## src/adcsl_defines.vh

```
// register map, field positions, reset values and timing counts of the converter control
`ifndef ADCSL_DEFINES_VH
`define ADCSL_DEFINES_VH
// ==========================================================================
// register byte addresses (avalon address compared as is, not word aligned)
`define ADCSL_OFF_RES_LOW    8'h78
`define ADCSL_OFF_RES_HIGH   8'h79
`define ADCSL_OFF_CTRL_A     8'h7a
`define ADCSL_OFF_INPUT_SEL  8'h7c
`define ADCSL_OFF_IRQ_STAT   8'h80
`define ADCSL_OFF_IRQ_MASK   8'h84
// ==========================================================================
// control_status_register_a fields
`define ADCSL_CA_ENABLE      7
`define ADCSL_CA_START       6
`define ADCSL_CA_DONE        4
`define ADCSL_CA_IRQ_EN      3
// ==========================================================================
// input_select_register fields, reset values of both registers, temperature channel code
`define ADCSL_IS_REF         6
`define ADCSL_IS_LADJ        5
`define ADCSL_IS_WMASK       8'h6f
`define ADCSL_IS_RESET       8'h00
`define ADCSL_CA_RESET       8'h00
`define ADCSL_TEMP_CHANNEL   4'h8
// ==========================================================================
// interrupt status bits
`define ADCSL_EV_DONE        0
`define ADCSL_EV_SLEEP_CONV  1
// ==========================================================================
// sleep states from the sleep controller
`define ADCSL_SLP_ACTIVE     2'h0
`define ADCSL_SLP_IDLE       2'h1
`define ADCSL_SLP_NOISE_RED  2'h2
`define ADCSL_SLP_PWR_DOWN   2'h3
// ==========================================================================
// timing in converter clocks, prescaler of system clocks per converter clock
`define ADCSL_CONV_NORMAL    5'h0d
`define ADCSL_CONV_FIRST     5'h19
`define ADCSL_PRESC_DIV      8'h80
`endif

```

## src/adcsl_sar_core.v

```verilog
// successive-approximation model of the converter: one result bit per step
`timescale 1ns/10ps
`default_nettype none
module adcsl_sar_core (
  // clock and reset
  input  wire       sys_clk,
  input  wire       resetn,
  // control
  input  wire       start,
  input  wire       step,
  input  wire [9:0] analog_code,
  // result
  output reg  [9:0] code_q,
  output reg        ready_q
);
  reg [3:0] bit_q;

  always @(posedge sys_clk or negedge resetn) begin
    if (!resetn) begin
      code_q  <= 10'h000;
      bit_q   <= 4'h0;
      ready_q <= 1'b0;
    end else begin
      ready_q <= 1'b0;
      if (start) begin
        code_q <= 10'h000;
        bit_q  <= 4'h9;
      end else if (step && bit_q != 4'hf) begin
        // trial bit kept when the held sample is at or above it
        if (analog_code[bit_q])
          code_q[bit_q] <= 1'b1;
        if (bit_q == 4'h0)
          ready_q <= 1'b1;
        bit_q <= bit_q - 4'h1;
      end
    end
  end
endmodule // adcsl_sar_core
`default_nettype wire

```

## src/adcsl_top.v

```verilog
// converter control: registers, sleep-started conversion, result format, channel routing
`timescale 1ns/10ps
`default_nettype none
`include "adcsl_defines.vh"
// How it works
// RULE_01 - sleep in idle or noise reduction with converter idle and enabled starts conversion
// RULE_02 - done interrupt from a sleep conversion wakes the core
// RULE_03 - early wake by another interrupt lets the conversion finish and still interrupt
// RULE_04 - other sleep states leave the converter enable untouched
// RULE_05 - result is unsigned ten bits, vin times 1024 over vref
// RULE_06 - result registers hold the code once the done flag is set
// RULE_07 - channel code 1000 routes and enables the temperature sensor
// RULE_08 - software uses internal reference and single mode for temperature
// RULE_09 - input select register at 0x7c: reference, left adjust, channel
// RULE_10 - bits 7 and 4 of input select ignore writes and read zero
// RULE_11 - reference change during a conversion waits for completion
// RULE_12 - reference bit 0 selects internal 1.1v, 1 selects analog supply
// RULE_13 - completion writes result, sets done, clears start together
// RULE_14 - left adjust changes the presented result at once
// RULE_15 - conversion takes 13 converter clocks, first after enable 25
// RULE_16 - wake request rises with the done interrupt when enabled
module adcsl_top (
  // clock and reset
  input  wire        sys_clk,
  input  wire        resetn,
  // avalon-mm slave
  input  wire [7:0]  avs_address,
  input  wire        avs_read,
  input  wire        avs_write,
  input  wire [31:0] avs_writedata,
  output reg  [31:0] avs_readdata,
  output reg         avs_waitrequest,
  // sleep controller and interrupt controller
  input  wire [1:0]  sleep_state,
  input  wire        cpu_halted,
  input  wire        irq_ack,
  output reg         wake_req_q,
  output reg         done_irq_q,
  output reg         irq_q,
  // analog side
  input  wire [9:0]  analog_code,
  output reg  [3:0]  channel_select_q,
  output reg         reference_select_q,
  output reg         temp_sensor_en_q,
  output reg         converting_q
);
  // ==========================================================================
  // registers
  reg  [7:0] input_select_q;
  reg        converter_enable_q;
  reg        start_conversion_q;
  reg        conversion_done_q;
  reg        done_interrupt_enable_q;
  reg        first_pending_q;
  reg  [9:0] result_q;
  reg  [1:0] irq_stat_q;
  reg  [1:0] irq_mask_q;
  reg        sleep_conv_q;
  reg  [7:0] presc_q;
  reg  [4:0] conv_cnt_q;
  reg        ack_q;
  reg        halt_used_q;
  wire [9:0] sar_code;
  wire [1:0] ev_set;
  wire [1:0] irq_stat_d;

  function [7:0] present_byte;
    input [9:0] res;
    input       ladj;
    input       high;
    begin
      case ({ladj, high})
        2'b00:   present_byte = res[7:0];
        2'b01:   present_byte = {6'h00, res[9:8]};
        2'b10:   present_byte = {res[1:0], 6'h00};
        default: present_byte = res[9:2];
      endcase
    end
  endfunction

  // one address comparator shared by every register strobe
  function reg_hit;
    input [7:0] addr;
    input [7:0] off;
    begin
      reg_hit = addr == off;
    end
  endfunction

  // a request seen while waitrequest is still high
  wire acc      = (avs_read | avs_write) & avs_waitrequest;
  wire conv_tick = converting_q && presc_q == `ADCSL_PRESC_DIV - 8'h01;
  wire sleep_ok = sleep_state == `ADCSL_SLP_IDLE || sleep_state == `ADCSL_SLP_NOISE_RED;
  // converter idle, enabled, interrupt enabled (single mode is the only mode here);
  // one start per halt, so a finished sleep conversion cannot start another one
  // in the cycles before its wake request reaches the core
  wire sleep_start = sleep_ok && cpu_halted && converter_enable_q && !converting_q &&
                     !start_conversion_q && done_interrupt_enable_q && !sleep_conv_q &&
                     !halt_used_q; // [RULE_01]
  wire conv_end = converting_q && conv_tick && conv_cnt_q == 5'h01;
  wire [4:0] conv_len = (first_pending_q || !converter_enable_q) ?
                        `ADCSL_CONV_FIRST : `ADCSL_CONV_NORMAL; // [RULE_15]

  // ==========================================================================
  // bus slave: one wait state, then answer
  // readdata is loaded on the accept edge so it already stands when waitrequest
  // is sampled low; a held request reloads it harmlessly
  always @(posedge sys_clk or negedge resetn) begin
    if (!resetn) begin
      avs_waitrequest <= 1'b1;
      avs_readdata    <= 32'h00000000;
    end else begin
      avs_waitrequest <= 1'b1;
      if (acc && !ack_q)
        avs_waitrequest <= 1'b0;
      if (avs_read) begin
        case (avs_address)
          `ADCSL_OFF_RES_LOW:   avs_readdata <= {24'h000000,
                                  present_byte(result_q, input_select_q[`ADCSL_IS_LADJ], 1'b0)}; // [RULE_14]
          `ADCSL_OFF_RES_HIGH:  avs_readdata <= {24'h000000,
                                  present_byte(result_q, input_select_q[`ADCSL_IS_LADJ], 1'b1)}; // [RULE_06]
          `ADCSL_OFF_CTRL_A:    avs_readdata <= {24'h000000, converter_enable_q, start_conversion_q,
                                  1'b0, conversion_done_q, done_interrupt_enable_q, 3'h0};
          `ADCSL_OFF_INPUT_SEL: avs_readdata <= {24'h000000, input_select_q}; // [RULE_10]
          `ADCSL_OFF_IRQ_STAT:  avs_readdata <= {30'h00000000, irq_stat_q};
          `ADCSL_OFF_IRQ_MASK:  avs_readdata <= {30'h00000000, irq_mask_q};
          default:              avs_readdata <= 32'h00000000;
        endcase
      end
    end
  end

  // ack_q blocks a second accept in the cycle waitrequest is low
  always @(posedge sys_clk or negedge resetn) begin
    if (!resetn)
      ack_q <= 1'b0;
    else
      ack_q <= acc && !ack_q;
  end
  wire take = ack_q;
  wire wr_ctrl_t = take && avs_write && reg_hit(avs_address, `ADCSL_OFF_CTRL_A);
  wire wr_isel_t = take && avs_write && reg_hit(avs_address, `ADCSL_OFF_INPUT_SEL);
  wire wr_mask_t = take && avs_write && reg_hit(avs_address, `ADCSL_OFF_IRQ_MASK);
  wire rd_stat_t = take && avs_read && reg_hit(avs_address, `ADCSL_OFF_IRQ_STAT);
  wire sw_go     = wr_ctrl_t && avs_writedata[`ADCSL_CA_START] &&
                   avs_writedata[`ADCSL_CA_ENABLE] && !converting_q;
  wire start_now = (sw_go || sleep_start) && !converting_q;

  // ==========================================================================
  // control register and conversion sequencer
  always @(posedge sys_clk or negedge resetn) begin
    if (!resetn) begin
      converter_enable_q      <= 1'b0;
      start_conversion_q      <= 1'b0;
      conversion_done_q       <= 1'b0;
      done_interrupt_enable_q <= 1'b0;
      first_pending_q         <= 1'b1;
      converting_q            <= 1'b0;
      presc_q                 <= 8'h00;
      conv_cnt_q              <= 5'h00;
      sleep_conv_q            <= 1'b0;
      result_q                <= 10'h000;
    end else begin
      // sleep state never touches the enable [RULE_04]
      if (wr_ctrl_t) begin
        converter_enable_q      <= avs_writedata[`ADCSL_CA_ENABLE];
        done_interrupt_enable_q <= avs_writedata[`ADCSL_CA_IRQ_EN];
        if (!avs_writedata[`ADCSL_CA_ENABLE])
          first_pending_q <= 1'b1;
      end
      presc_q <= (converting_q && !conv_tick) ? presc_q + 8'h01 : 8'h00;
      if (start_now) begin
        converting_q       <= 1'b1;
        start_conversion_q <= 1'b1;
        sleep_conv_q       <= sleep_start;
        conv_cnt_q         <= conv_len; // [RULE_15]
        first_pending_q    <= 1'b0;
      end else if (converting_q && wr_ctrl_t && !avs_writedata[`ADCSL_CA_ENABLE]) begin
        // disabling aborts the conversion, no result
        converting_q       <= 1'b0;
        start_conversion_q <= 1'b0;
        sleep_conv_q       <= 1'b0;
      end else if (conv_tick) begin
        conv_cnt_q <= conv_cnt_q - 5'h01;
        if (conv_cnt_q == 5'h01) begin
          // the conversion runs on even if the core woke early [RULE_03]
          converting_q       <= 1'b0;
          start_conversion_q <= 1'b0;       // [RULE_13]
          result_q           <= sar_code;   // [RULE_05]
          sleep_conv_q       <= 1'b0;
        end
      end
      // hardware set wins over write-one clear and vector acknowledge
      if (conv_tick && conv_cnt_q == 5'h01 && !start_now)
        conversion_done_q <= 1'b1;          // [RULE_13]
      else if ((wr_ctrl_t && avs_writedata[`ADCSL_CA_DONE]) || irq_ack)
        conversion_done_q <= 1'b0;
    end
  end

  // ==========================================================================
  // one sleep start per halt; cleared as soon as the core runs again
  always @(posedge sys_clk or negedge resetn) begin
    if (!resetn)
      halt_used_q <= 1'b0;
    else if (!cpu_halted)
      halt_used_q <= 1'b0;
    else if (sleep_start)
      halt_used_q <= 1'b1; // [RULE_01]
  end

  // ==========================================================================
  // converter core
  // sar stepped in converter clocks eleven down to two, so bit zero is in
  // before the result is latched on the last converter clock
  adcsl_sar_core u_sar (
    .sys_clk     (sys_clk),
    .resetn      (resetn),
    .start       (start_now),
    .step        (conv_tick && conv_cnt_q <= 5'h0b),
    .analog_code (analog_code),
    .code_q      (sar_code),
    .ready_q     ()
  );

  // ==========================================================================
  // input select with deferred analog routing
  always @(posedge sys_clk or negedge resetn) begin
    if (!resetn) begin
      input_select_q     <= `ADCSL_IS_RESET;
      channel_select_q   <= 4'h0;
      reference_select_q <= 1'b0;
      temp_sensor_en_q   <= 1'b0;
    end else begin
      if (wr_isel_t)
        input_select_q <= avs_writedata[7:0] & `ADCSL_IS_WMASK; // [RULE_09] [RULE_10]
      // routing frozen while converting [RULE_11]
      if (!converting_q || conv_end) begin
        channel_select_q   <= input_select_q[3:0];
        reference_select_q <= input_select_q[`ADCSL_IS_REF]; // 0 internal, 1 supply [RULE_12]
        temp_sensor_en_q   <= input_select_q[3:0] == `ADCSL_TEMP_CHANNEL; // [RULE_07]
      end
    end
  end

  // ==========================================================================
  // interrupts: sticky status cleared by read, mask, level output
  // a read clears only the bits its data carried, so an event that lands while
  // the read is in flight stays pending for the next read
  assign ev_set[`ADCSL_EV_DONE]       = conv_end;
  assign ev_set[`ADCSL_EV_SLEEP_CONV] = sleep_start;
  genvar ev;
  generate
    for (ev = 0; ev < 2; ev = ev + 1) begin : g_stat
      // the hardware set wins over a clear in the same cycle
      assign irq_stat_d[ev] = ev_set[ev] |
                              (irq_stat_q[ev] & ~(rd_stat_t & avs_readdata[ev]));
    end
  endgenerate
  always @(posedge sys_clk or negedge resetn) begin
    if (!resetn) begin
      irq_stat_q <= 2'h0;
      irq_mask_q <= 2'h0;
      irq_q      <= 1'b0;
      done_irq_q <= 1'b0;
      wake_req_q <= 1'b0;
    end else begin
      if (wr_mask_t)
        irq_mask_q <= avs_writedata[1:0];
      irq_stat_q <= irq_stat_d;
      irq_q      <= |(irq_stat_q & irq_mask_q);
      done_irq_q <= conversion_done_q && done_interrupt_enable_q; // [RULE_02]
      wake_req_q <= conversion_done_q && done_interrupt_enable_q; // [RULE_16]
    end
  end
endmodule // adcsl_top
`default_nettype wire

```

## config.mk

```make
export PLATFORM = sky130hd
export DESIGN_NAME = adcsl_top
export DESIGN_NICKNAME = d
export VERILOG_FILES = /design/src/adcsl_sar_core.v /design/src/adcsl_top.v
export VERILOG_INCLUDE_DIRS = /design/src /design/src/src
export SDC_FILE = /design/constraint.sdc
export NUM_CORES = 1
export LEC_CHECK = 0
export BUFFER_PORTS_ARGS = -buffer_cell sky130_fd_sc_hd__buf_2
export CORE_ASPECT_RATIO = 0.7
export CORE_MARGIN = 2
export CORE_UTILIZATION = 55
export CTS_CLUSTER_SIZE = 8
export DETAILED_ROUTE_END_ITERATION = 8
export PLACE_DENSITY = 0.83
export SLEW_MARGIN = 30
export SYNTH_ARGS = -nofsm -noshare
export SYNTH_HDL_FRONTEND = slang
export SYNTH_SLANG_ARGS = --single-unit
```

## constraint.sdc

```tcl
create_clock -name sys_clk -period 5 [get_ports sys_clk]
set_input_delay 1 -clock sys_clk [delete_from_list [all_inputs] [get_ports sys_clk]]
set_output_delay 1 -clock sys_clk [all_outputs]
set_load 0.01 [all_outputs]
```

==> results of run 1 <==
through the flow:
stage	area, µm²	setup WS (ns)	hold WS, ns
finish	4350	2.12	0.487
CTS	4340	2.12	0.494
global route	4350	2.04	0.515
floorplan	3920	2.24	0.446
detailed placement	4070	1.80	0.480
global placement	4070	1.83	0.462
worst min path at each step:
stage                                      startpoint                           to  slack [ns]  cells past startpoint
after detailed placement         presc_q[0]$_DFF_PN0_         presc_q[0]$_DFF_PN0_        0.48                      1
after floorplan           u_sar.code_q[0]$_DFFE_PN0P_  u_sar.code_q[0]$_DFFE_PN0P_        0.45                      2
after global routing      first_pending_q$_DFFE_PN1P_  first_pending_q$_DFFE_PN1P_        0.51                      2
after global placement    first_pending_q$_DFFE_PN1P_  first_pending_q$_DFFE_PN1P_        0.46                      2
final                     first_pending_q$_DFFE_PN1P_  first_pending_q$_DFFE_PN1P_        0.49                      2
after CTS                 first_pending_q$_DFFE_PN1P_  first_pending_q$_DFFE_PN1P_        0.49                      2
synth_stat cells, types with 3 or more instances:
| master | number | share of area [%] |
|---|---|---|
| sky130_fd_sc_hd__dfrtp_1 | 70 | 46 |
| sky130_fd_sc_hd__mux2_2 | 32 | 9.4 |
| sky130_fd_sc_hd__nor2_1 | 30 | 2.9 |
| sky130_fd_sc_hd__nand2_1 | 28 | 2.7 |
| sky130_fd_sc_hd__buf_4 | 25 | 4.9 |
| sky130_fd_sc_hd__a21oi_1 | 20 | 2.6 |
| sky130_fd_sc_hd__nand3_1 | 16 | 2.1 |
| sky130_fd_sc_hd__o21ai_0 | 13 | 1.7 |
| sky130_fd_sc_hd__inv_1 | 12 | 1.2 |
| sky130_fd_sc_hd__clkbuf_1 | 9 | 0.88 |
| sky130_fd_sc_hd__and3_1 | 8 | 1.3 |
| sky130_fd_sc_hd__ha_1 | 8 | 2.6 |
| sky130_fd_sc_hd__nor4_1 | 7 | 1.1 |
| sky130_fd_sc_hd__xnor2_1 | 6 | 1.4 |
| sky130_fd_sc_hd__and2_1 | 5 | 0.82 |
| sky130_fd_sc_hd__nor3_1 | 5 | 0.65 |
| sky130_fd_sc_hd__mux2i_1 | 4 | 1.0 |
| sky130_fd_sc_hd__nand4b_1 | 4 | 0.91 |
| sky130_fd_sc_hd__nor2b_1 | 4 | 0.65 |
| sky130_fd_sc_hd__o22ai_1 | 4 | 0.65 |
| sky130_fd_sc_hd__a32oi_1 | 3 | 0.68 |
| sky130_fd_sc_hd__nand2b_1 | 3 | 0.49 |
| sky130_fd_sc_hd__nand4_1 | 3 | 0.49 |
| sky130_fd_sc_hd__nor4b_1 | 3 | 0.68 |
| sky130_fd_sc_hd__or3_1 | 3 | 0.49 |
| sky130_fd_sc_hd__xor2_1 | 3 | 0.68 |
registers in the layout, indices dropped and copies added (netlist names), 2 cells and up:
name and count:
irq_mask_q 2, presc_q 8, input_select_q 6, u_sar.code_q 10, irq_stat_q 2, channel_select_q 4, conv_cnt_q 5, u_sar.bit_q 4
avs_readdata 8, result_q 10
placed cells by master (no fill, tap or decap), types with 8 or more instances in the layout:
master,instances
sky130_fd_sc_hd__a21oi_1,20
sky130_fd_sc_hd__and3_1,8
sky130_fd_sc_hd__buf_2,52
sky130_fd_sc_hd__clkbuf_8,10
sky130_fd_sc_hd__conb_1,24
sky130_fd_sc_hd__dfrtp_1,70
sky130_fd_sc_hd__ha_1,8
sky130_fd_sc_hd__inv_1,12
sky130_fd_sc_hd__mux2_2,32
sky130_fd_sc_hd__nand2_1,28
sky130_fd_sc_hd__nand3_1,16
sky130_fd_sc_hd__nor2_1,30
sky130_fd_sc_hd__o21ai_0,13
logic make-up (layout without fill, tap and decap cells):
group           Yosys count  count (layout)
simple gates            136             136
compound gates           59              59
mux                      37              37
fa+ha+maj                 8               8
other cells               1              24
xor+xnor                  9               9
buf+inv                  49              82
flops                    72              72
area by class of cell:
type	count	area [µm²]
Sequential cell	72	1800
Fill cell	549	2410
Multi-Input combinational cell	273	1830
Clock buffer	11	141
Tap cell	94	118
Timing Repair Buffer	54	279
Inverter	12	45.0
Clock inverter	5	128
worst max-delay path, cell delays in order:
cell and delay (ns):
sky130_fd_sc_hd__buf_2 0.10, sky130_fd_sc_hd__nand4b_4 0.19, sky130_fd_sc_hd__or3_4 0.39, sky130_fd_sc_hd__or4_4 0.54, sky130_fd_sc_hd__nand4b_1 0.46, sky130_fd_sc_hd__mux2_2 0.41
power groups by stage:
stage	Combinational [mW]	Clock (mW)	Sequential [mW]
floorplan	0.0555	0	0.626
global placement	0.0838	0	0.624
detailed placement	0.0866	0	0.626
CTS	0.0875	0.624	0.615
global route	0.0985	0.647	0.619
finish	0.0873	0.618	0.616
routing by layer:
| metal | up-vias | share of wire [%] |
|---|---|---|
| li1 | 1388 | - |
| met1 | 1439 | 48 |
| met2 | 130 | 44 |
| met3 | 11 | 7.0 |
| met4 | 0 | 1.0 |
| met5 | - | 0 |
==> results, run 1 <==
- Of all flip-flops after synthesis, the portion carrying an async set or reset was 100%.
- The reported net switching power is roughly 0.3 mW.
- The post-synthesis cell count is 371.
- The path type of the worst setup path is in2reg.
- The total power density per cell area is ~300 nW/µm².
- The number of nets still failing antenna checks after routing is 0.
- The TritonCTS clock tree is done.
- The post-synthesis share of cell area spent on full adders, half adders and majority gates is ~2.6%.
- In this run the register-to-register setup slack is approximately 2.5 ns.
- The maximum clock frequency is 348 MHz.
- The largest vdd supply drop is approximately 0.19 mV.
- The initial antenna violation count is 0.
- The insertion delay to the later sink of the worst-skew pair is roughly 0.35 ns.
- The pin count of the biggest net entering global routing is 73.
- Of the total synthesized cell area, the portion taken by XOR and XNOR cells is 2.05%.
- Cells with a size suffix above 1 make up 27.2% of the layout.
- The wire-length estimate of the detail-placed layout is 5.98 mm.
- The effective utilization at floorplan is 56.8%.
- The vertical die dimension is approximately 74 µm.
- Dividing the final minimum period by the clock period gives a little under three fifths.
- The number of cells on the worst reg-to-reg path is 6.
- The floorplan step defined a die boundary enclosing around 7700 µm².
- The main flop type after synthesis is sky130_fd_sc_hd__dfrtp_1.
- For met3 alone, demand over resource in global routing was under 10%.
- The compound-gate portion of the synthesized area is a little under a tenth.
- The mapped netlist covers ~3800 µm².
- The worst register-to-register path begins at presc_q[0]$_DFF_PN0_.
- Tracing the worst setup path back leads to its startpoint at avs_address[7].
- The synthesis warning total is 0.
- After clock tree synthesis, the clock-pin slew on the worst setup and hold paths is 0.08 ns.
- The finished layout holds around 520 standard cells, fillers aside.
- During placement, the flow inserted port buffers numbering 52.
- The area overhead of the layout relative to synthesis is 13.3%.
- By area, the combinational part of the netlist is dominated by simple AND/OR/NAND/NOR gates.
- Multiplexer cells account for between 10 and 15% of the synthesized area.
- The portion of the post-synthesis area used by sequential elements is a little under half.
- The met2 track utilization from global routing is a little over a third.
- Cells fill ~64% of the core in the end.
- The flow ran to the end, and the final reports show no timing, DRC or antenna violations.
- The clock network fraction of total power is between 40% and 50%.
- The hold violation count in the final report is 0.
- The net switching fraction of the power is 22.3%.
- Summing the areas of all and, or, nand and nor instances in the mapped netlist gives between 20 and 25% of the synthesized area.
- The number of H-tree levels is 3.
- Buffers added to address setup during post-CTS repair amount to 0.
- The post-synthesis sequential element count is 72.
- The hold buffer count at CTS is 0.
- The number of placed instances, taps included, is slightly above 500.
- The worst pin sits at a relative slew slack of between 40 and 50%.
- The first global-routing pass estimated 14.1 mm of wire.
- The number of DRC markers in iteration 0 is approximately 210.
- STA classifies the critical path startpoint as a primary input.
- The number of distinct library cell variants in the gate-level netlist after synthesis is 54.
- The sink count of the clock tree is roughly 70.
- Counting flops with a built-in enable in the synthesized netlist gives 0.
- The worst endpoint required time is around 5.2 ns.
- The via count of the first global-routing pass came to around 2800.
- In this run the critical register-to-register path is captured at temp_sensor_en_q$_DFFE_PN0P_.
- The maximum net fanout on the critical path is 10.
- The die width is 104 µm.
- The final sum of negative setup slack is 0 ns.
- In this run the static leakage power is roughly 2.1 nW.
- The worst path arrival time is roughly 3.1 ns.
- The final layout contains routed wiring with a total length of 8.37 mm.
- The total clock buffers created by CTS is 9.
- met2 is the most crowded layer.
- The overall track demand over capacity in global routing is 23.9%.
- The max-cap violation count is 0.
- The kind of end point of the critical path is a register.
- The number of cells upsized or downsized after cts is 0.
- Setup violations remaining at the end of the flow were counted as 0.
- Combinational cells account for 6.6% of the total power.
- The net count reported at finish is between 400 and 500.
- The standard cell core area is 6760 µm².
- The internal portion of the total power is a little over 1 mW.
- The max-slew violation count is 0.
- The post-route total power is 1.32 mW.
- The count of pins on the block boundary is slightly above 100.
- After global routing the overflow that remains totals 0.
- The floorplan row count is 25.
- The routing usage on met1 is between 30% and 40%.
- The maximum clock skew at final layout is about 0.0038 ns.
- The slew at the pin closest to its max-slew limit is about 0.88 ns.
- Summing over every cut layer, the via total after detailed routing is around 3000.
- The post-detailed-route wirelength per cell is between 15 and 20 µm.
- At the end of routability-driven placement, the weighted congestion stood at 0.878.
- Setup repair after global routing left no endpoint under its margin.
- The tree is rooted in a sky130_fd_sc_hd__clkbuf_8.
- For this run, design rule violations remaining after detail routing come to 0.
- The most critical setup path has its endpoint at result_q[5]$_DFFE_PN0P_.
- The class of the most critical hold timing path is reg2reg.
- The average vias per placed instance is between 5 and 6.
- After layout, the minimum clock period comes to between 2 and 3 ns.
- The relative contribution of sequential cells to total power is between 40% and 50%.
- The clock passes through at most 2 buffers.
- The repair_antennas step left the layout with diodes totalling 0.
- The mean instance size in the synthesized netlist is slightly above 10 µm².
- The first detailed-routing pass ran for 5 iterations.
Note: power is estimated with default switching activity, not from simulation.
==> run 2, diff against run 1 <==
- ABC_AREA: default -> 1
- CORE_UTILIZATION: 55 -> 53
- PLACE_DENSITY: 0.83 -> 0.8
- clock period: 5 -> 2.8 ns (I/O delays scaled with it)
==> results, run 2 <==
- The flow ran to the end, and the final reports show no timing, DRC or antenna violations.
- The via count of the routed design is about 3300.
- In this design, the stage delay of the slowest critical-path cell is ~0.4 ns.
- The via count of the first global-routing pass came to 3202.
- The slew at the pin closest to its max-slew limit is 0.575 ns.
- The critical path crosses 8 cells after its start point.
- The total power density per cell area is around 560 nW/µm².
- The final routed wirelength across all metal layers is approximately 8.3 mm.
- At the worst endpoint, the required time is between 3 and 4 ns.
- For this run the aggregate overflow at the end of global routing stands at 0.
- In the final layout, the registers with the most flip-flops are result_q x10, u_sar.code_q x10.
- The clock slew at the register clock pins of the worst setup and hold paths is ~0.080 ns.
- The placement-stage worst setup slack is ~0.74 ns.
- The count of final setup violators is 0.
- Detailed placement finished with a half-perimeter wire length of between 6 and 7 mm.
- In the routed design, unresolved DRC markers number 0.
- The main flop type after synthesis is sky130_fd_sc_hd__dfrtp_1.
- For this run, the number of Yosys warnings is 0.
- The region available for standard cell placement spans approximately 7300 µm².
- STA puts the critical path data arrival time at around 2.2 ns.
- Together, buffers and inverters on the worst path number 0.
- Including well taps, the total number of placed cells is around 650.
- The top cell types in the final layout, fill and taps aside, are sky130_fd_sc_hd__nand2_1 (128), sky130_fd_sc_hd__dfrtp_1 (70), sky130_fd_sc_hd__inv_1 (64).
- The kind of end point of the critical path is a register.
- The post-route total power is approximately 2.5 mW.
- The final sum of negative setup slack is 0 ns.
- The most common cell type on the critical path is sky130_fd_sc_hd__nand2_1.
- The max-cap violation count is 0.
- The final hold slack is around 0.15 ns.
- Cells with a size suffix above 1 make up ~17% of the layout.
- The most numerous cell in the Yosys netlist is sky130_fd_sc_hd__nand2_1.
- Per report_power, the clock group accounts for 33.7% of the total.
- The cell at the slowest stage of the critical path is sky130_fd_sc_hd__dfrtp_1.
- The number of cells upsized or downsized after cts is 0.
- Of the total power, combinational logic draws about 17%.
- The first routing iteration left between 150 and 200 violations.
- In this run the clock root is driven by a sky130_fd_sc_hd__clkbuf_8.
- After clock tree synthesis, the setup repair step added 0 buffers.
- The share of total power dissipated in sequential elements is 48.9%.
- The hold buffer count at CTS is 0.
- The number of H-tree levels is 3.
- After synthesis, the largest area contributor takes up 44.6% of total cell area.
- The worst register-to-register path has a depth of 8.
- The post-synthesis sequential element count is between 70 and 80.
- The worst max-slew margin expressed relative to the limit is 61.6%.
- The placed instances occupy a cell area of about 4200 µm².
- The number of nets still failing antenna checks after routing is 0.
- After routing the design area is 4380 µm².
- By count the netlist is led by sky130_fd_sc_hd__nand2_1 (128), sky130_fd_sc_hd__dfrtp_1 (70), sky130_fd_sc_hd__inv_1 (64).
- The max-slew violation count is 0.
- The library cell used most frequently in the layout, excluding fill and tap cells, is sky130_fd_sc_hd__nand2_1.
- Summed over all cells, the static leakage comes to around 2.5 nW.
- In this run, distinct cell masters in the synthesized netlist total 34.
- The total standard cell area after synthesis is roughly 3900 µm².
- The worst-case setup margin in the final layout is 0.821 ns.
- 101 I/O pins were placed.
- The maximum clock skew at final layout is ~0.0096 ns.
- The vertical die dimension is 76.1 µm.
- The largest vdd supply drop is 0.296 mV.
- TritonCTS built the clock tree.
- The floorplan step set the die width to approximately 110 µm.
- The cell accounting for the most synthesized area is sky130_fd_sc_hd__dfrtp_1.
- For this configuration, the core starts out at a cell density of a little over half.
- The initial antenna violation count is 0.
- The global-route wire length before repair is 14.2 mm.
- For this run, the register share of the synthesized area comes to 45.9%.
- The internal power of the cells totals approximately 1.7 mW.
- Excluding fillers, the count of instances in the completed layout stands at 663.
- Setup repair after global routing left no endpoint under its margin.
- The post-detailed-route wirelength per cell is roughly 12 µm.
- Synthesis handed over a netlist of ~500 instances.
- Dividing the final minimum period by the clock period gives 70.7%.
- The floorplan has 26 rows.
- The clock period minus worst slack is between 1.5 and 2 ns.
- Relative to the synthesized area, the layout overhead comes to 11.4%.
- Of all nets on the critical path, the largest fanout is 20.
- For this design, the sink count on the clock tree is 72.
- The synthesized design contains 0 enable-type register cells.
- The average vias per placed instance is around 5.
- The fraction of registers with async set or reset after synthesis is 100%.
- The reported net switching power is 0.745 mW.
- The pin count of the biggest net entering global routing is 28.
- The insertion delay to the later sink of the worst-skew pair is about 0.36 ns.
- The final layout contains 626 nets.
- The die covers 8130 µm².
- The count of buffers added on input and output ports is between 50 and 60.
- The path type of the worst setup path is reg2reg.
- Ranked by total cell area, the synthesized netlist is headed by sky130_fd_sc_hd__dfrtp_1 (45%), sky130_fd_sc_hd__nand2_1 (12%), sky130_fd_sc_hd__nand3_1 (7.4%), sky130_fd_sc_hd__inv_1 (6.1%), sky130_fd_sc_hd__buf_4 (5.0%).
- In this run switching power makes up between 30% and 40% of total power.
- The number of diodes added for antenna fixing is 0.
- The hold violation count in the final report came to 0.
- Before antenna repair, the detailed router went through 4 iterations.
- Once layout is complete, the utilization of the core stands at between 60% and 70%.
- The class of the most critical hold timing path is in2async.
- The signal on the critical path passes through ha_1 > nand2_2 > nor2_4 > nand3_2 > nor2_2 > nand2_1 > nand2_1 > o21ai_1.
- In this design, the largest share of critical-path delay is due to simple AND/OR/NAND/NOR gates.
- The mean instance size in the synthesized netlist is about 8 µm².
- The total clock buffers created by CTS is 9.
- The longest clock path from root to sink contains 2 buffers.
- The startpoint type of the worst setup path is a register.
- The overall track demand over capacity in global routing is a little over a fifth.
- The maximum clock frequency is 505 MHz.
- Routability-driven placement finished with a final weighted congestion of ~0.9.
## run 2: cell types whose count changed after synthesis, sizes merged, moves of 6 or more
cell | before | now
inv | 12 | 68
mux2 | 32 | 2
clkbuf | 9 | 2
xnor2 | 6 | 0
o21ai | 13 | 29
nand3 | 16 | 61
and3 | 8 | 0
nor2 | 30 | 47
nand2 | 28 | 135
nor4 | 7 | 1
## run 2: power groups by stage
stage	sequential (mW)	combinational, mW	clock, mW
finish	1.21	0.428	0.831
global placement	1.22	0.404	0
CTS	1.20	0.431	0.849
floorplan	1.21	0.334	0
detailed placement	1.23	0.426	0
global route	1.22	0.495	0.894
## run 2: cell families after synthesis
| family | Yosys count | share of synthesized area, % |
|---|---|---|
| and+or+nand+nor | 262 | 30.1 |
| other | 1 | 0.0954 |
| buffers and inverters | 102 | 12.7 |
| DFF | 72 | 45.9 |
| xor gates and xnor gates | 5 | 1.11 |
| adders and majority gates | 8 | 2.55 |
| muxes | 2 | 0.573 |
| AOI/OAI and AO/OA | 52 | 6.97 |
## run 2: path summary, 6_finish.rpt
| check | slack [ns] | startpoint | to |
|---|---|---|---|
| max | 0.82 | presc_q[0]$_DFF_PN0_ | result_q[1]$_DFFE_PN0P_ |
| min | 0.15 | resetn | presc_q[2]$_DFF_PN0_ |
| max reg2reg | 0.82 | presc_q[0]$_DFF_PN0_ | result_q[1]$_DFFE_PN0P_ |
| min reg2reg | 0.47 | ack_q$_DFF_PN0_ | ack_q$_DFF_PN0_ |
| max in group asynchronous | 1.86 | resetn | first_pending_q$_DFFE_PN1P_ |
| min in group sys_clk | 0.43 | cpu_halted | halt_used_q$_DFFE_PN0P_ |
## run 2: layer usage
metal / part of all wire, % / up-vias / global-route usage [%] / wire length, µm
met5: 0 / - / 0 / 0
met4: 0.89 / 0 / 5.97 / 74
met3: 5.7 / 9 / 6.84 / 475
met2: 45 / 98 / 34.5 / 3760
met1: 48 / 1569 / 29.6 / 3970
li1: - / 1666 / - / -
## run 2: final cells by class
type	instances	area [µm²]
well taps	98	123
inverters	69	259
multi-input cells	353	1710
fillers	663	2870
repair buffers	55	283
flip-flops and latches	72	1800
clock buffers	11	141
clock inverters	5	56.3
==> run 3, diff against run 2 <==
- CORE_UTILIZATION: 53 -> 48
- PLACE_DENSITY: 0.8 -> 0.76
- clock period: 2.8 -> 1.7 ns (I/O delays scaled with it)
==> results, run 3 (synthesis results as in run 2) <==
- TritonCTS built the clock tree.
- In the final layout, the multi-input gates occupy approximately 1700 µm².
- Of all nets on the critical path, the largest fanout is 9.
- The standard cell core area is a little under 8000 µm².
- In this run the remaining antenna-violating nets after routing total 0.
- The first detailed-routing pass ran for 4 iterations.
- For the finished layout, the period the worst path requires is between 1.5 and 2 ns.
- Hold timing on the final database bottoms out at a slack of ~0.0054 ns.
- STA classifies the critical path endpoint as a register.
- In this run the power density over the cells is 998 nW/µm².
- The initial antenna violation count is 0.
- In this design, the stage delay of the slowest critical-path cell is around 0.36 ns.
- The hold violation count in the final report is 0.
- Counting the buffers created by CTS gives 9.
- In the routed design, unresolved DRC markers number 0.
- Using the TritonRoute via totals, the vias-per-cell ratio works out to roughly 5.
- The number of diodes added for antenna fixing is 0.
- Together, buffers and inverters on the worst path number 1.
- The number of DRC markers in iteration 0 is slightly below 300.
- Relative to the synthesized area, the layout overhead comes to 18.0%.
- Broken down by cell family, the worst path's largest delay share belongs to simple AND/OR/NAND/NOR gates.
- Summed over all layers, the global routing overflow is 0.
- The startpoint type of the worst setup path is a register.
- In this run the worst setup path begins at presc_q[1]$_DFF_PN0_.
- In the global route stage, overall resource usage came out at about a fifth.
- Setup violations remaining at the end of the flow were counted as 0.
- The cell at the slowest stage of the critical path is sky130_fd_sc_hd__dfrtp_1.
- The clock tree synthesis step divided the H-tree into 3 levels.
- The sequential standard cell area is 1800 µm².
- The maximum clock skew at final layout is 0.00666 ns.
- The run finished with clean final reports.
- The hold buffer count at CTS is 0.
- After filler insertion, the fill cell instance count of the layout stands at slightly above 700.
- The post-detailed-route wirelength per cell is 12.5 µm.
- The worst endpoint required time is just under 2 ns.
- The clock slew at the register clock pins of the worst setup and hold paths is approximately 0.060 ns.
- The critical path goes through ha_2 > nand2_2 > nor2_4 > nand3_4 > nor2_4 > inv_2 > nand2_4 > nand2_1 > o21ai_1.
- After the last flow step, the layout net total stands at between 600 and 700.
- Derived from the worst setup path, the maximum achievable clock frequency is between 600 and 700 MHz.
- The die width is 112 µm.
- Setup repair after global routing could not meet its margin everywhere.
- The vertical die dimension is 79.7 µm.
- IR analysis of the VDD net gives a maximum drop of roughly 0.7 mV.
- The worst register-to-register path begins at presc_q[1]$_DFF_PN0_.
- The via count of the first global-routing pass is 3226.
- The number of buffers between clock root and the deepest sink is 2.
- The max-slew violation count is 0.
- The worst path arrival time is 1.85 ns.
- The floorplan row count is 27.
- Entering global routing, the biggest net connects between 70 and 80 pins.
- The global placement routability congestion is roughly 0.86.
- about 100 I/O pins were placed.
- The worst hold path belongs to the class in2async.
- The sink count of the clock tree is just over 70.
- Overall power consumption after layout is estimated at between 4 and 5 mW.
- Leaving out fill and tap cells, the most frequent cells in the layout are sky130_fd_sc_hd__nand2_1 (128), sky130_fd_sc_hd__dfrtp_1 (70), sky130_fd_sc_hd__inv_1 (64).
- Dividing the final minimum period by the clock period gives 93.7%.
- The via count of the routed design is around 3400.
- The path type of the worst setup path is reg2reg.
- The global-route wire length before repair is between 10 and 15 mm.
- For the worst-skew pair, the clock arrives at the later sink with an insertion delay of ~0.33 ns.
- The die covers approximately 8900 µm².
- The proportion of layout cells with a drive suffix above 1 is about a fifth.
- In the final layout, the registers with the most flip-flops are result_q x10, u_sar.code_q x10.
- For this block, the routed nets add up to between 8 and 9 mm of wire.
- The most common cell type on the critical path is sky130_fd_sc_hd__nor2_4.
- The max-cap violation count is 0.
- The number of input and output port buffers inserted is 52.
- Once the floorplan was initialized, standard cells occupied between 40% and 50% of the core.
- The buffer type at the clock tree root is sky130_fd_sc_hd__clkbuf_16.
- The HPWL after detailed placement is roughly 6.3 mm.
- The leading cell type in the layout, fill and taps excluded is sky130_fd_sc_hd__nand2_1.
- In this run the static leakage power is between 2 and 3 nW.
==> run 3: changes by cell type in the layout (fill, tap and decap cells not counted), sizes merged <==
| cell | change |
|---|---|
| buf | +13 |
| clkbuf | -1 |
| inv | +1 |
==> run 3: cell type report <==
| cell class | instances | share of cell area [%] |
|---|---|---|
| Sequential cell | 72 | 38.9 |
| Multi-Input combinational cell | 353 | 37.4 |
| Inverter | 69 | 5.58 |
| Clock inverter | 6 | 1.48 |
| Clock buffer | 10 | 4.94 |
| Tap cell | 101 | 2.72 |
| Timing Repair Buffer | 68 | 9.01 |
==> run 3: layer usage <==
| metal | vias up | share of wire, % | global-route usage (%) |
|---|---|---|---|
| li1 | 1692 | - | - |
| met1 | 1558 | 46 | 26.9 |
| met2 | 103 | 46 | 32.3 |
| met3 | 16 | 6.8 | 5.85 |
| met4 | 0 | 1.5 | 5.49 |
| met5 | - | 0 | 0 |
==> run 3: final timing paths <==
kind	endpoint	slack [ns]	cells past startpoint
worst max register to register	temp_sensor_en_q$_DFFE_PN0P_	0.11	9
max in group asynchronous	avs_waitrequest$_DFF_PN1_	1.31	2
worst max-delay path	temp_sensor_en_q$_DFFE_PN0P_	0.11	9
min in group sys_clk	halt_used_q$_DFFE_PN0P_	0.23	3
worst min register to register	ack_q$_DFF_PN0_	0.48	1
worst min-delay path	presc_q[0]$_DFF_PN0_	0.005	2
==> run 3: through the flow <==
stage          worst slack [ns]  instances  setup TNS, ns  area, µm²  util (%)
2_1_floorplan             0.240        527              0       4020         -
3_5_place_dp           0.000221        659              0       4280      54.1
5_1_grt                 -0.0160        679        -0.0364       4640      58.7
3_3_place_gp             0.0615        659              0       4280      54.1
6_report                  0.107        679              0       4640      58.7
4_1_cts                 -0.0128        675        -0.0128       4580      58.0
==> run 3: what timing repair did <==
action                     4_1_cts  5_1_grt
gates resized for setup          1        3
setup endpoints to repair        2       28
setup buffers                    0        4
pin swaps                        1        2
==> run 3: power breakdown <==
part           total, mW  leakage, nW  internal [mW]  switching (mW)
Clock               1.86        0.143           1.14           0.715
Combinational      0.807         1.54          0.319           0.487
Sequential          1.97        0.887           1.86           0.102
Total               4.63         2.57           3.33            1.30
